**src/timer8_defines.svh**
```systemverilog
// Purpose: constants for the 8-bit dual compare timer
// Assumes: 8-bit counter, 3-bit mode and clock select fields
// Notes:   definitions only
`ifndef TIMER8_DEFINES_SVH
`define TIMER8_DEFINES_SVH
`define T8_BOTTOM      8'h00
`define T8_MAX         8'hff
`define T8_ZERO8       8'h00
// Waveform modes
`define T8_WGM_NORMAL  3'h0
`define T8_WGM_PCPWM   3'h1
`define T8_WGM_CTC     3'h2
`define T8_WGM_FAST    3'h3
`define T8_WGM_PCPWM_A 3'h5
`define T8_WGM_FAST_A  3'h7
// Clock select codes
`define T8_CS_STOP     3'h0
`define T8_CS_DIV1     3'h1
`define T8_CS_DIV8     3'h2
`define T8_CS_DIV64    3'h3
`define T8_CS_DIV256   3'h4
`define T8_CS_DIV1024  3'h5
`define T8_CS_EXT_FALL 3'h6
`define T8_CS_EXT_RISE 3'h7
// Prescaler tap positions
`define T8_PRE_W       10
`define T8_TAP8        2
`define T8_TAP64       5
`define T8_TAP256      7
`define T8_TAP1024     9
// Flag bit positions
`define T8_F_OVF       0
`define T8_F_CMPA      1
`define T8_F_CMPB      2
`endif

```
**src/timer8_pkg.sv**
```systemverilog
// Purpose: shared types for the 8-bit dual compare timer
// Assumes: used with timer8_defines.svh
// Notes:   types only
package timer8_pkg;
  typedef logic [7:0] byte_t;
  typedef logic [2:0] mode_t;
  typedef logic [1:0] com_t;
endpackage

```
**src/timer8_tick_gen.sv**
```systemverilog
// Purpose: timer tick source, prescaled system clock or external pin edge
// Assumes: pin already synchronised by the caller
// Notes:   one-cycle enable pulses on one clock
`timescale 1ns/10ps
`include "timer8_defines.svh"
module timer8_tick_gen (
  // Clock and reset
  input  wire logic                 clock,
  input  wire logic                 sys_rst,
  // Control
  input  wire timer8_pkg::mode_t    clock_select,
  input  wire logic                 enable,
  input  wire logic                 pin_sync,
  // Tick out
  output logic                      timer_tick
);
  import timer8_pkg::*;
  logic [`T8_PRE_W-1:0] pre;
  logic [`T8_PRE_W-1:0] next_pre;
  logic                 pin_prev;
  logic                 next_pin_prev;
  logic                 next_tick;
  logic [`T8_PRE_W-1:0] pre_inc;

  // Prescaler count and tick choice
  always_comb begin
    pre_inc       = pre + `T8_PRE_W'(1);
    next_pre      = enable ? pre_inc : pre;
    next_pin_prev = pin_sync;
    next_tick     = 1'b0;
    if (enable) begin
      case (clock_select)
        `T8_CS_STOP:     next_tick = 1'b0;
        `T8_CS_DIV1:     next_tick = 1'b1;
        `T8_CS_DIV8:     next_tick = pre_inc[`T8_TAP8:0] == '0;
        `T8_CS_DIV64:    next_tick = pre_inc[`T8_TAP64:0] == '0;
        `T8_CS_DIV256:   next_tick = pre_inc[`T8_TAP256:0] == '0;
        `T8_CS_DIV1024:  next_tick = pre_inc[`T8_TAP1024:0] == '0;
        `T8_CS_EXT_FALL: next_tick = pin_prev & ~pin_sync;
        `T8_CS_EXT_RISE: next_tick = ~pin_prev & pin_sync;
        default:         next_tick = 1'b0;
      endcase
    end
  end

  // Registers
  always_ff @(posedge clock) begin
    if (sys_rst) begin
      pre        <= '0;
      pin_prev   <= 1'b0;
      timer_tick <= 1'b0;
    end else begin
      pre        <= next_pre;
      pin_prev   <= next_pin_prev;
      timer_tick <= next_tick;
    end
  end

  // No tick while stopped
  stop_quiet_a: assert property (@(posedge clock) disable iff (sys_rst)
    $past(clock_select) == `T8_CS_STOP |-> !timer_tick)
    else $error("tick while stopped");
endmodule

```
**src/timer8_dual_compare_pwm.sv**
```systemverilog
// Purpose: 8-bit timer with two compare units, PWM and three event flags
// Assumes: CPU access arrives as write strobes with data on plain ports
// Notes:   flags set by hardware win over a same-cycle software clear
`timescale 1ns/10ps
`include "timer8_defines.svh"
// Operation
// Counter and two compares are 8-bit
// Bottom is 0x00, max is 0xFF
// Top is 0xFF or compare A
// Clock select zero stops the counter
// Prescaled clock or external pin edge
// Tick clears, increments or decrements by mode
// CPU reads and writes counter any time
// CPU counter write beats count or clear
// Three-bit waveform mode picks the sequence
// Overflow flag set per mode, interrupt capable
// Flags readable together, each request masked
// Match whenever counter equals compare value
// Compare flag set on next tick
// Interrupt service clears compare flag
// Writing one clears a flag
// Compares double-buffered only in PWM modes
// Buffer copies at top or bottom only
// CPU reaches buffer or active register
// Force strobe acts on output only
// Counter write blocks next tick's matches
// Software avoids writing counter equal compare
// Outputs from match, mode, compare mode
// Power reduction bit low enables timer
// Normal mode wraps, overflow at zero
// Compare mode zero leaves output alone
// Reset clears waveform output registers
// Reset clears counter, compares, flags, select
module timer8_dual_compare_pwm (
  // Clock and reset
  input  wire logic                 clock,
  input  wire logic                 sys_rst,
  // Control fields
  input  wire timer8_pkg::mode_t    waveform_mode,
  input  wire timer8_pkg::mode_t    clock_select_in,
  input  wire logic                 clock_select_we,
  input  wire timer8_pkg::com_t     compare_output_mode_a,
  input  wire timer8_pkg::com_t     compare_output_mode_b,
  input  wire logic                 force_compare_strobe_a,
  input  wire logic                 force_compare_strobe_b,
  input  wire logic                 timer_power_reduce,
  // Counter and compare writes
  input  wire timer8_pkg::byte_t    wdata,
  input  wire logic                 count_we,
  input  wire logic                 compare_a_we,
  input  wire logic                 compare_b_we,
  // Flags and masks
  input  wire logic [2:0]           flag_clear_we,
  input  wire logic [2:0]           timer_mask_reg,
  input  wire logic [2:0]           irq_ack,
  // Pins
  input  wire logic                 external_count_pin,
  output logic                      wave_out_a,
  output logic                      wave_out_b,
  // Status
  output timer8_pkg::byte_t         count_value,
  output timer8_pkg::byte_t         compare_value_a,
  output timer8_pkg::byte_t         compare_value_b,
  output logic [2:0]                timer_flag_reg,
  output logic [2:0]                irq_req
);
  import timer8_pkg::*;
  logic      pin_s1, pin_s2;
  logic      timer_tick;
  mode_t     clock_select, next_clock_select;
  byte_t     next_count;
  byte_t     buf_a, buf_b, next_buf_a, next_buf_b;
  byte_t     act_a, act_b, next_act_a, next_act_b;
  logic      dir_down, next_dir_down;
  logic      block_match, next_block_match;
  logic [2:0] next_flags, next_irq;
  logic      next_wave_a, next_wave_b;
  logic      pwm_mode, fast_mode, pc_mode, top_is_a;
  byte_t     top;
  logic      at_bottom, at_max, at_top;
  logic      match_a, match_b;
  logic      ovf_evt, upd_point;
  byte_t     next_cv_a, next_cv_b;

  // Pin synchroniser
  always_ff @(posedge clock) begin
    if (sys_rst) begin
      pin_s1 <= 1'b0;
      pin_s2 <= 1'b0;
    end else begin
      pin_s1 <= external_count_pin;
      pin_s2 <= pin_s1;
    end
  end

  // Tick source
  timer8_tick_gen u_tick (
    .clock        (clock),
    .sys_rst      (sys_rst),
    .clock_select (clock_select),
    .enable       (!timer_power_reduce),
    .pin_sync     (pin_s2),
    .timer_tick   (timer_tick)
  );

  // Mode decode and extremes
  always_comb begin
    fast_mode = waveform_mode == `T8_WGM_FAST || waveform_mode == `T8_WGM_FAST_A;
    pc_mode   = waveform_mode == `T8_WGM_PCPWM || waveform_mode == `T8_WGM_PCPWM_A;
    pwm_mode  = fast_mode | pc_mode;
    top_is_a  = waveform_mode == `T8_WGM_CTC || waveform_mode[2];
    top       = top_is_a ? act_a : `T8_MAX;
    at_bottom = count_value == `T8_BOTTOM;
    at_max    = count_value == `T8_MAX;
    at_top    = count_value == top;
    match_a   = count_value == act_a && !block_match;
    match_b   = count_value == act_b && !block_match;
  end

  // Counter, direction and compare registers
  always_comb begin
    next_count       = count_value;
    next_dir_down    = dir_down;
    next_act_a       = act_a;
    next_act_b       = act_b;
    next_buf_a       = buf_a;
    next_buf_b       = buf_b;
    next_block_match = block_match;
    ovf_evt          = 1'b0;
    upd_point        = 1'b0;
    next_clock_select = clock_select_we ? clock_select_in : clock_select;
    if (timer_tick) begin
      next_block_match = 1'b0;
      if (pc_mode) begin
        if (at_top) next_dir_down = 1'b1;
        if (at_bottom) next_dir_down = 1'b0;
        if (at_top) begin
          next_count = count_value - 8'h01;
          upd_point  = 1'b1;
        end else if (at_bottom) begin
          next_count = count_value + 8'h01;
          ovf_evt    = 1'b1;
        end else begin
          next_count = dir_down ? count_value - 8'h01 : count_value + 8'h01;
        end
      end else if (at_top && top_is_a) begin
        next_count = `T8_BOTTOM;
        ovf_evt    = fast_mode;
        upd_point  = 1'b1;
      end else begin
        next_count = count_value + 8'h01;
        ovf_evt    = at_max;
        upd_point  = at_max;
      end
      if (upd_point && pwm_mode) begin
        next_act_a = buf_a;
        next_act_b = buf_b;
      end
    end
    if (count_we) begin
      next_count       = wdata;
      next_block_match = 1'b1;
    end
    if (compare_a_we) begin
      next_buf_a = wdata;
      if (!pwm_mode) next_act_a = wdata;
    end
    if (compare_b_we) begin
      next_buf_b = wdata;
      if (!pwm_mode) next_act_b = wdata;
    end
    next_cv_a = pwm_mode ? next_buf_a : next_act_a;
    next_cv_b = pwm_mode ? next_buf_b : next_act_b;
  end

  // Flags: hardware set beats clear
  always_comb begin
    logic [2:0] set_v;
    set_v = '0;
    set_v[`T8_F_OVF]  = ovf_evt;
    set_v[`T8_F_CMPA] = timer_tick & match_a;
    set_v[`T8_F_CMPB] = timer_tick & match_b;
    next_flags = (timer_flag_reg & ~flag_clear_we & ~irq_ack) | set_v;
    next_irq   = next_flags & timer_mask_reg;
  end

  // Waveform generator
  always_comb begin
    next_wave_a = wave_out_a;
    next_wave_b = wave_out_b;
    if (!pwm_mode) begin
      if ((timer_tick && match_a) || force_compare_strobe_a) begin
        case (compare_output_mode_a)
          2'h1:    next_wave_a = ~wave_out_a;
          2'h2:    next_wave_a = 1'b0;
          2'h3:    next_wave_a = 1'b1;
          default: next_wave_a = wave_out_a;
        endcase
      end
      if ((timer_tick && match_b) || force_compare_strobe_b) begin
        case (compare_output_mode_b)
          2'h1:    next_wave_b = ~wave_out_b;
          2'h2:    next_wave_b = 1'b0;
          2'h3:    next_wave_b = 1'b1;
          default: next_wave_b = wave_out_b;
        endcase
      end
    end else if (timer_tick) begin
      if (compare_output_mode_a[1]) begin
        if (match_a) next_wave_a = pc_mode ? (dir_down ^ compare_output_mode_a[0])
                                           : compare_output_mode_a[0];
        else if (fast_mode && at_top) next_wave_a = ~compare_output_mode_a[0];
      end else if (compare_output_mode_a == 2'h1 && waveform_mode[2] && match_a) begin
        next_wave_a = ~wave_out_a;
      end
      if (compare_output_mode_b[1]) begin
        if (match_b) next_wave_b = pc_mode ? (dir_down ^ compare_output_mode_b[0])
                                           : compare_output_mode_b[0];
        else if (fast_mode && at_top) next_wave_b = ~compare_output_mode_b[0];
      end
    end
  end

  // State registers
  always_ff @(posedge clock) begin
    if (sys_rst) begin
      count_value     <= `T8_ZERO8;
      act_a           <= `T8_ZERO8;
      act_b           <= `T8_ZERO8;
      buf_a           <= `T8_ZERO8;
      buf_b           <= `T8_ZERO8;
      compare_value_a <= `T8_ZERO8;
      compare_value_b <= `T8_ZERO8;
      clock_select    <= `T8_CS_STOP;
      dir_down        <= 1'b0;
      block_match     <= 1'b0;
      timer_flag_reg  <= '0;
      irq_req         <= '0;
      wave_out_a      <= 1'b0;
      wave_out_b      <= 1'b0;
    end else begin
      count_value     <= next_count;
      act_a           <= next_act_a;
      act_b           <= next_act_b;
      buf_a           <= next_buf_a;
      buf_b           <= next_buf_b;
      compare_value_a <= next_cv_a;
      compare_value_b <= next_cv_b;
      clock_select    <= next_clock_select;
      dir_down        <= next_dir_down;
      block_match     <= next_block_match;
      timer_flag_reg  <= next_flags;
      irq_req         <= next_irq;
      wave_out_a      <= next_wave_a;
      wave_out_b      <= next_wave_b;
    end
  end

  // Checks; the tick lags the select by one cycle and the count by one more
  cpu_write_wins_a: assert property (@(posedge clock) disable iff (sys_rst)
    count_we |=> count_value == $past(wdata))
    else $error("counter write lost");
  stopped_hold_a: assert property (@(posedge clock) disable iff (sys_rst)
    $past(clock_select) == `T8_CS_STOP && !count_we |=> $stable(count_value))
    else $error("counter moved while stopped");
  normal_wrap_a: assert property (@(posedge clock) disable iff (sys_rst)
    waveform_mode == `T8_WGM_NORMAL && timer_tick && at_max && !count_we
    |=> count_value == `T8_BOTTOM && timer_flag_reg[`T8_F_OVF])
    else $error("normal wrap wrong");
  match_flag_a: assert property (@(posedge clock) disable iff (sys_rst)
    timer_tick && count_value == act_a && !block_match |=> timer_flag_reg[`T8_F_CMPA])
    else $error("compare flag a not set");
  block_after_write_a: assert property (@(posedge clock) disable iff (sys_rst)
    count_we ##1 (timer_tick && !timer_flag_reg[`T8_F_CMPA])
    |=> !timer_flag_reg[`T8_F_CMPA])
    else $error("match not blocked");
  clear_one_a: assert property (@(posedge clock) disable iff (sys_rst)
    flag_clear_we[`T8_F_CMPB] && !(timer_tick && match_b) |=> !timer_flag_reg[`T8_F_CMPB])
    else $error("flag b not cleared");
  irq_mask_a: assert property (@(posedge clock) disable iff (sys_rst)
    irq_req == (timer_flag_reg & $past(timer_mask_reg)))
    else $error("irq not masked");
  force_noflag_a: assert property (@(posedge clock) disable iff (sys_rst)
    force_compare_strobe_a && !timer_tick && !timer_flag_reg[`T8_F_CMPA]
    |=> !timer_flag_reg[`T8_F_CMPA])
    else $error("force set flag");
  pwm_buffer_a: assert property (@(posedge clock) disable iff (sys_rst)
    pwm_mode && !upd_point && !compare_a_we && $stable(waveform_mode) |=> $stable(act_a))
    else $error("active compare moved");
  power_off_a: assert property (@(posedge clock) disable iff (sys_rst)
    timer_power_reduce |=> !timer_tick)
    else $error("tick while powered down");
  cov_ovf_c: cover property (@(posedge clock) timer_flag_reg[`T8_F_OVF]);
  cov_ctc_c: cover property (@(posedge clock)
    waveform_mode == `T8_WGM_CTC && timer_tick && match_a);
  cov_pwm_c: cover property (@(posedge clock) pc_mode && timer_tick && at_top);
endmodule

```
**config.mk**
```make
export PLATFORM = sky130hd
export DESIGN_NAME = timer8_dual_compare_pwm
export DESIGN_NICKNAME = d
export VERILOG_FILES = /design/src/timer8_pkg.sv /design/src/timer8_tick_gen.sv /design/src/timer8_dual_compare_pwm.sv
export VERILOG_INCLUDE_DIRS = /design/src
export SDC_FILE = /design/constraint.sdc
export NUM_CORES = 1
export LEC_CHECK = 0
export ABC_AREA = 1
export BUFFER_PORTS_ARGS = -buffer_cell sky130_fd_sc_hd__buf_2
export CAP_MARGIN = 10
export CORE_MARGIN = 4
export CORE_UTILIZATION = 55
export CTS_CLUSTER_DIAMETER = 50
export DETAILED_ROUTE_END_ITERATION = 8
export PLACE_DENSITY = 0.77
export RECOVER_POWER = 50
export SYNTH_ARGS = -nofsm -noshare
export SYNTH_HDL_FRONTEND = slang
export SYNTH_SLANG_ARGS = --single-unit
```
**constraint.sdc**
```tcl
create_clock -name clock -period 2.15 [get_ports clock]
set_clock_uncertainty 0.15 [all_clocks]
set_input_delay 0.1075 -clock clock [delete_from_list [all_inputs] [get_ports clock]]
set_output_delay 0.1075 -clock clock [all_outputs]
set_load 0.02 [all_outputs]
```
Word level (Yosys, flattened, before mapping)
Cells that the tools add are included.

operators by class
  eq/ne operators = 27
  reduce and logical (&&, ||, !) cells = 31
  bitwise logic cells = 19
  muxes and demuxes = 51
  add/subtract/negate cells = 3

operator list
  kind                                                                    count
  8-bit 2-to-1 mux                                                        20
  1-bit 2-to-1 mux                                                        28
  8-bit equality test                                                     3
  3-bit equality test (second input constant)                             6
  8-bit zero test                                                         2
  3-bit by 2-bit equality test with 1-bit output (second input constant)  4
  10-bit by 1-bit adder with 10-bit output (second input constant)        1
  10-bit zero test                                                        1
  5-bit AND reduction                                                     2
  3-bit bitwise AND                                                       3
  1-bit logical AND                                                       9
  8-bit by 1-bit adder with 8-bit output (second input constant)          1
  2-bit equality test (second input constant)                             4
  8-bit equality test (second input constant)                             1
  1-bit one-hot mux with 8 select lines                                   1
  2-bit nonzero test                                                      4
  4-bit nonzero test                                                      2
  8-bit by 1-bit subtractor with 8-bit output (second input constant)     1
  3-bit by 1-bit equality test with 1-bit output (second input constant)  2
  3-bit zero test                                                         2
  6-bit zero test                                                         1
  1-bit inverter                                                          6
  3-bit inverter                                                          2
  1-bit one-hot mux with 3 select lines                                   2
  other kinds (14)                                                        23

word-level totals
  register bits = 83
  word-level logic and storage cells = 150

Depth between registers and ports, before layout
  depth in word-level cells = 14
  mapped depth = 17

Modules after synthesis
From an unflattened synthesis, not the netlist that was laid out.

unflattened totals
  cell total of the unflattened synthesis = 762
  area total of the unflattened synthesis = 4894.7 um^2

modules (own cells, without submodules)
  module                   area each (um^2)  times used  cells an instance
  timer8_dual_compare_pwm  4160.2            1           639
  timer8_tick_gen          734.5             1           123

Least setup slack after synthesis
Ideal clock, no wire load.

  path type = register -> register
  from = reg count_value[0]
  to = reg count_value[2]
  clock period less this slack = 2105 ps
  buffers on the path = 0
  library setup time = 132 ps
  setup slack = 45 ps
  stages on the path, launching flop included = 13
  data required time = 1868 ps
  arrival time = 1823 ps
  cell sequence = dfxtp_1 > inv_2 > ha_1 > nand3_1 > nor2_1 > nand2_1 > nor2_1 > o21ai_0 > nand2_1 > nand2_1 > nor2_1 > o21ai_0 > a21oi_1

on the way
  cells in the longest elaborated chain, start to end = 7

ends and longest elaborated chain
  what                                                                                                          line                            text
  start, declared                                                                                               timer8_dual_compare_pwm.sv:61   output timer8_pkg::byte_t count_value,
  start signal, assigned                                                                                        timer8_dual_compare_pwm.sv:227  count_value <= `T8_ZERO8;
  start signal, assigned                                                                                        timer8_dual_compare_pwm.sv:242  count_value <= next_count;
  8-bit by 1-bit adder with 8-bit output / 8-bit by 1-bit subtractor with 8-bit output (equally long branches)  --
  8-bit 2-to-1 mux                                                                                              timer8_dual_compare_pwm.sv:144  next_count = dir_down ? count_value - 8'h01 : count_value + 8'h01;
  8-bit 2-to-1 mux                                                                                              timer8_dual_compare_pwm.sv:140  end else if (at_bottom) begin
  8-bit 2-to-1 mux                                                                                              timer8_dual_compare_pwm.sv:137  if (at_top) begin
  8-bit 2-to-1 mux *                                                                                            timer8_dual_compare_pwm.sv:134  if (pc_mode) begin
  8-bit 2-to-1 mux *                                                                                            timer8_dual_compare_pwm.sv:132  if (timer_tick) begin
  8-bit 2-to-1 mux *                                                                                            timer8_dual_compare_pwm.sv:160  if (count_we) begin

Every way passes the cells marked *; elsewhere a longest branch is shown, timed or not. The select of a mux whose other input is x is not followed.
A chain may end at the register's enable or synchronous reset.

Worst setup path in the final report
  from = reg count_value[0]
  to = reg act_a[4]

on the way
  cells in the longest elaborated chain, start to end = 10

ends and longest elaborated chain
  what                  line                            text
  8-bit equality test   timer8_dual_compare_pwm.sv:115  at_top = count_value == top;
  1-bit logical AND     timer8_dual_compare_pwm.sv:146  end else if (at_top && top_is_a) begin
  1-bit 2-to-1 mux      timer8_dual_compare_pwm.sv:146
  1-bit 2-to-1 mux *    timer8_dual_compare_pwm.sv:134
  1-bit 2-to-1 mux *    timer8_dual_compare_pwm.sv:132
  1-bit logical AND *   timer8_dual_compare_pwm.sv:155  if (upd_point && pwm_mode) begin
  8-bit 2-to-1 mux *    timer8_dual_compare_pwm.sv:155
  8-bit 2-to-1 mux *    timer8_dual_compare_pwm.sv:132
  8-bit 2-to-1 mux      timer8_dual_compare_pwm.sv:166  if (!pwm_mode) next_act_a = wdata;
  8-bit 2-to-1 mux *    timer8_dual_compare_pwm.sv:164  if (compare_a_we) begin
  end signal, assigned  timer8_dual_compare_pwm.sv:228  act_a <= `T8_ZERO8;
  end signal, assigned  timer8_dual_compare_pwm.sv:243  act_a <= next_act_a;
  end, declared         timer8_dual_compare_pwm.sv:73   byte_t act_a, act_b, next_act_a, next_act_b;

Marked as above.

==> impl_metrics.json <==
{
  "grt_pass1_vias": 4749,
  "track_usage": 0.2717,
  "top_register": "u_tick.pre",
  "cp.required_ns": 2.22,
  "seq_area_sq_um": 1680,
  "drive_gt1_frac": 0.2314,
  "place_congestion": 0.9702,
  "power_mw": 3.860,
  "fin_crit_sh": 0.9657,
  "crit_slowest_cell": "dfxtp_2",
  "synth_seq_area_share": 0.3580,
  "synth_common_cells": "nand2_1 (164), nor2_1 (89), dfxtp_1 (83), inv_1 (66), o21ai_0 (46)",
  "cts_sinks": 83,
  "synth_edf_count": 0,
  "cap_violations": 0,
  "cts.clk_slew.worst_paths_ns": 0.09,
  "max_stage_delay_ns": 0.39,
  "area_growth_pct": 24.48,
  "antenna_found_initial": 0,
  "tightest_slew_ns": 0.6558,
  "initial_utilization": 0.5648,
  "tns_ns": 0,
  "fin_cells": 900,
  "critical_path_buf_inv_count": 1,
  "slew_violations": 0,
  "finalSetupViolations": 0,
  "multi_input_area_sq_um": 2681,
  "cts_inserted_buffers": 9,
  "ys_ff_latch": 83,
  "grt_start_max_net_pins": 59,
  "fillerInstances": 706,
  "drc": 0,
  "synthArstFlopShare": 0,
  "largest_reg_flops": 10,
  "total_leakage_power_nw": 2.729,
  "cp_top_family": "simple AND/OR/NAND/NOR gates",
  "rows": 33,
  "status": "completed",
  "syn_nets": 725,
  "relSlewSlack": 0.5628,
  "n_antenna_cell": 0,
  "critPathMaxFanout": 9,
  "path_cells": "ha_1 > nand3_1 > or2_2 > nand2_4 > buf_12 > nand2_4 > nand3_1 > nand3_2 > nand2_2 > nor2_1",
  "core-area_sq_um": 8217,
  "synth_top_area_frac": 0.3580,
  "drt_iter0_drc": 457,
  "synth_top_cell_by_area": "dfxtp_1",
  "grt_overflow": 0,
  "netlist_area_sq_um": 4641,
  "power.density_nw_per_um2": 668.2,
  "ir_drop_v": 0.0005960,
  "routed_wl_mm": 13.97,
  "yosysMostFrequentCell": "nand2_1",
  "ys_types": 43,
  "cts_max_path_buffers": 2,
  "synth_cells": 684,
  "io_buffers": 68,
  "io_pins": 69,
  "routedWlPerCell_um": 15.52,
  "hp-class": "primary input to flip-flop",
  "yosys_warnings": 0,
  "avgViaCountPerCell": 5.436,
  "htreeDepth": 3,
  "place_hpwl_mm": 9.193,
  "cts-root-buf": "clkbuf_8",
  "placed_cells": 852,
  "critical_path_arrival_ns": 2.15,
  "dieHeight_um": 99.86,
  "grt_pass1_wl_mm": 21.88,
  "syn_area_per_cell_sq_um": 6.785,
  "min_period_ns": 2.076,
  "clock.fmax_mhz": 481.7,
  "clock_latency_ns": 0.36,
  "end_kind": "flip-flop",
  "synthFlopType": "dfxtp_1",
  "critical_path_class": "flip-flop to flip-flop",
  "firstDrtPassIters": 6,
  "nets": 831,
  "cts_tree": "yes",
  "vias": 4892,
  "ant_nets": 0,
  "synth_area_leaders": "dfxtp_1 (36%), nand2_1 (13%), nor2_1 (7.2%)",
  "dieWidth_um": 99.86,
  "die_area_sq_um": 9971,
  "hold_viol_final": 0,
  "cp-start-kind": "flip-flop"
}
==> final timing paths <==
kind	start	end	slack, ns	cells past startpoint
worst max-delay path	count_value[0]	act_a[4]	0.07	10
worst min-delay path	count_we	block_match	0.02	3
worst max register to register	count_value[0]	act_a[4]	0.07	10
worst min register to register	pin_s1	pin_s2	0.28	2
==> area by class of cell <==
| class | instances | area share |
|---|---|---|
| clock inverter | 5 | 0.01473 |
| multi-input combinational | 502 | 0.4642 |
| clock buffer | 11 | 0.02447 |
| sequential | 83 | 0.2909 |
| timing repair buffer | 121 | 0.1328 |
| tap | 105 | 0.02274 |
| inverter | 73 | 0.05025 |
==> placed cells by master (no fill, tap or decap), types with 6 or more instances in the layout <==
| cell | n |
|---|---|
| nand2_1 | 160 |
| nor2_1 | 87 |
| dfxtp_1 | 74 |
| inv_1 | 63 |
| o21ai_0 | 43 |
| nand3_1 | 39 |
| buf_2 | 38 |
| a21oi_1 | 32 |
| clkbuf_1 | 31 |
| nand2_2 | 30 |
| buf_4 | 28 |
| dlygate4sd3_1 | 23 |
| xor2_1 | 18 |
| nand3_2 | 12 |
| a21oi_2 | 12 |
| clkbuf_8 | 10 |
| inv_2 | 7 |
| or2_2 | 7 |
| nor3_1 | 6 |
| dfxtp_2 | 6 |
==> report_power, final <==
part           total (mW)  leakage [nW]  internal, mW  switching [mW]
clock                1.30         0.110         0.694           0.603
combinational       0.852          1.93         0.322           0.529
sequential           1.71         0.690          1.64          0.0735
==> per-layer routing <==
metal	track usage	vias to the layer above	share of wire
li1	-	2392	-
met1	0.3418	2252	0.41
met2	0.4515	197	0.49
met3	0.04448	51	0.070
met4	0.1334	0	0.035
met5	0	-	0
==> worst reg2reg max path: stages, from the launching register on <==
cell and delay [ns]:
dfxtp_2 0.39, ha_1 0.20, nand3_1 0.15, or2_2 0.37
nand2_4 0.12, buf_12 0.12, nand2_4 0.09, nand3_1 0.14
nand3_2 0.09, nand2_2 0.08, nor2_1 0.04
==> per-stage QoR <==
| stage | setup WS, ns | util | area, sq um | hold WS [ns] |
|---|---|---|---|---|
| CTS | 0.01424 | 0.6836 | 5617 | 0.006075 |
| finish | 0.07384 | 0.7031 | 5777 | 0.01574 |
| global route | -0.02978 | 0.7031 | 5777 | 0.04061 |
| detailed placement | -0.02540 | 0.6251 | 5136 | 0.1741 |
| global placement | 0.01233 | 0.6251 | 5136 | 0.1546 |
| floorplan | 0.04467 | - | 4641 | 0.06447 |
==> logic make-up (layout without fill, tap and decap cells) <==
| kind of cell | Yosys count | after routing | synth area share |
|---|---|---|---|
| buffers and inverters | 102 | 210 | 0.09437 |
| adders and majority gates | 4 | 4 | 0.01079 |
| and+or+nand+nor | 368 | 371 | 0.3672 |
| xor gates and xnor gates | 20 | 20 | 0.03775 |
| DFF | 83 | 83 | 0.3580 |
| AOI/OAI and AO/OA | 107 | 107 | 0.1318 |
==> what timing repair did <==
action / CTS / global route
cloned: 1 / 2
hold endpoints to repair: 13 / 0
resized for setup: 4 / 38
buffers inserted: 0 / 6
pin swaps: 1 / 7
hold buffers: 23 / 0
setup endpoints to repair: 12 / 48
No activity file was read; power rests on OpenSTA's default activity.
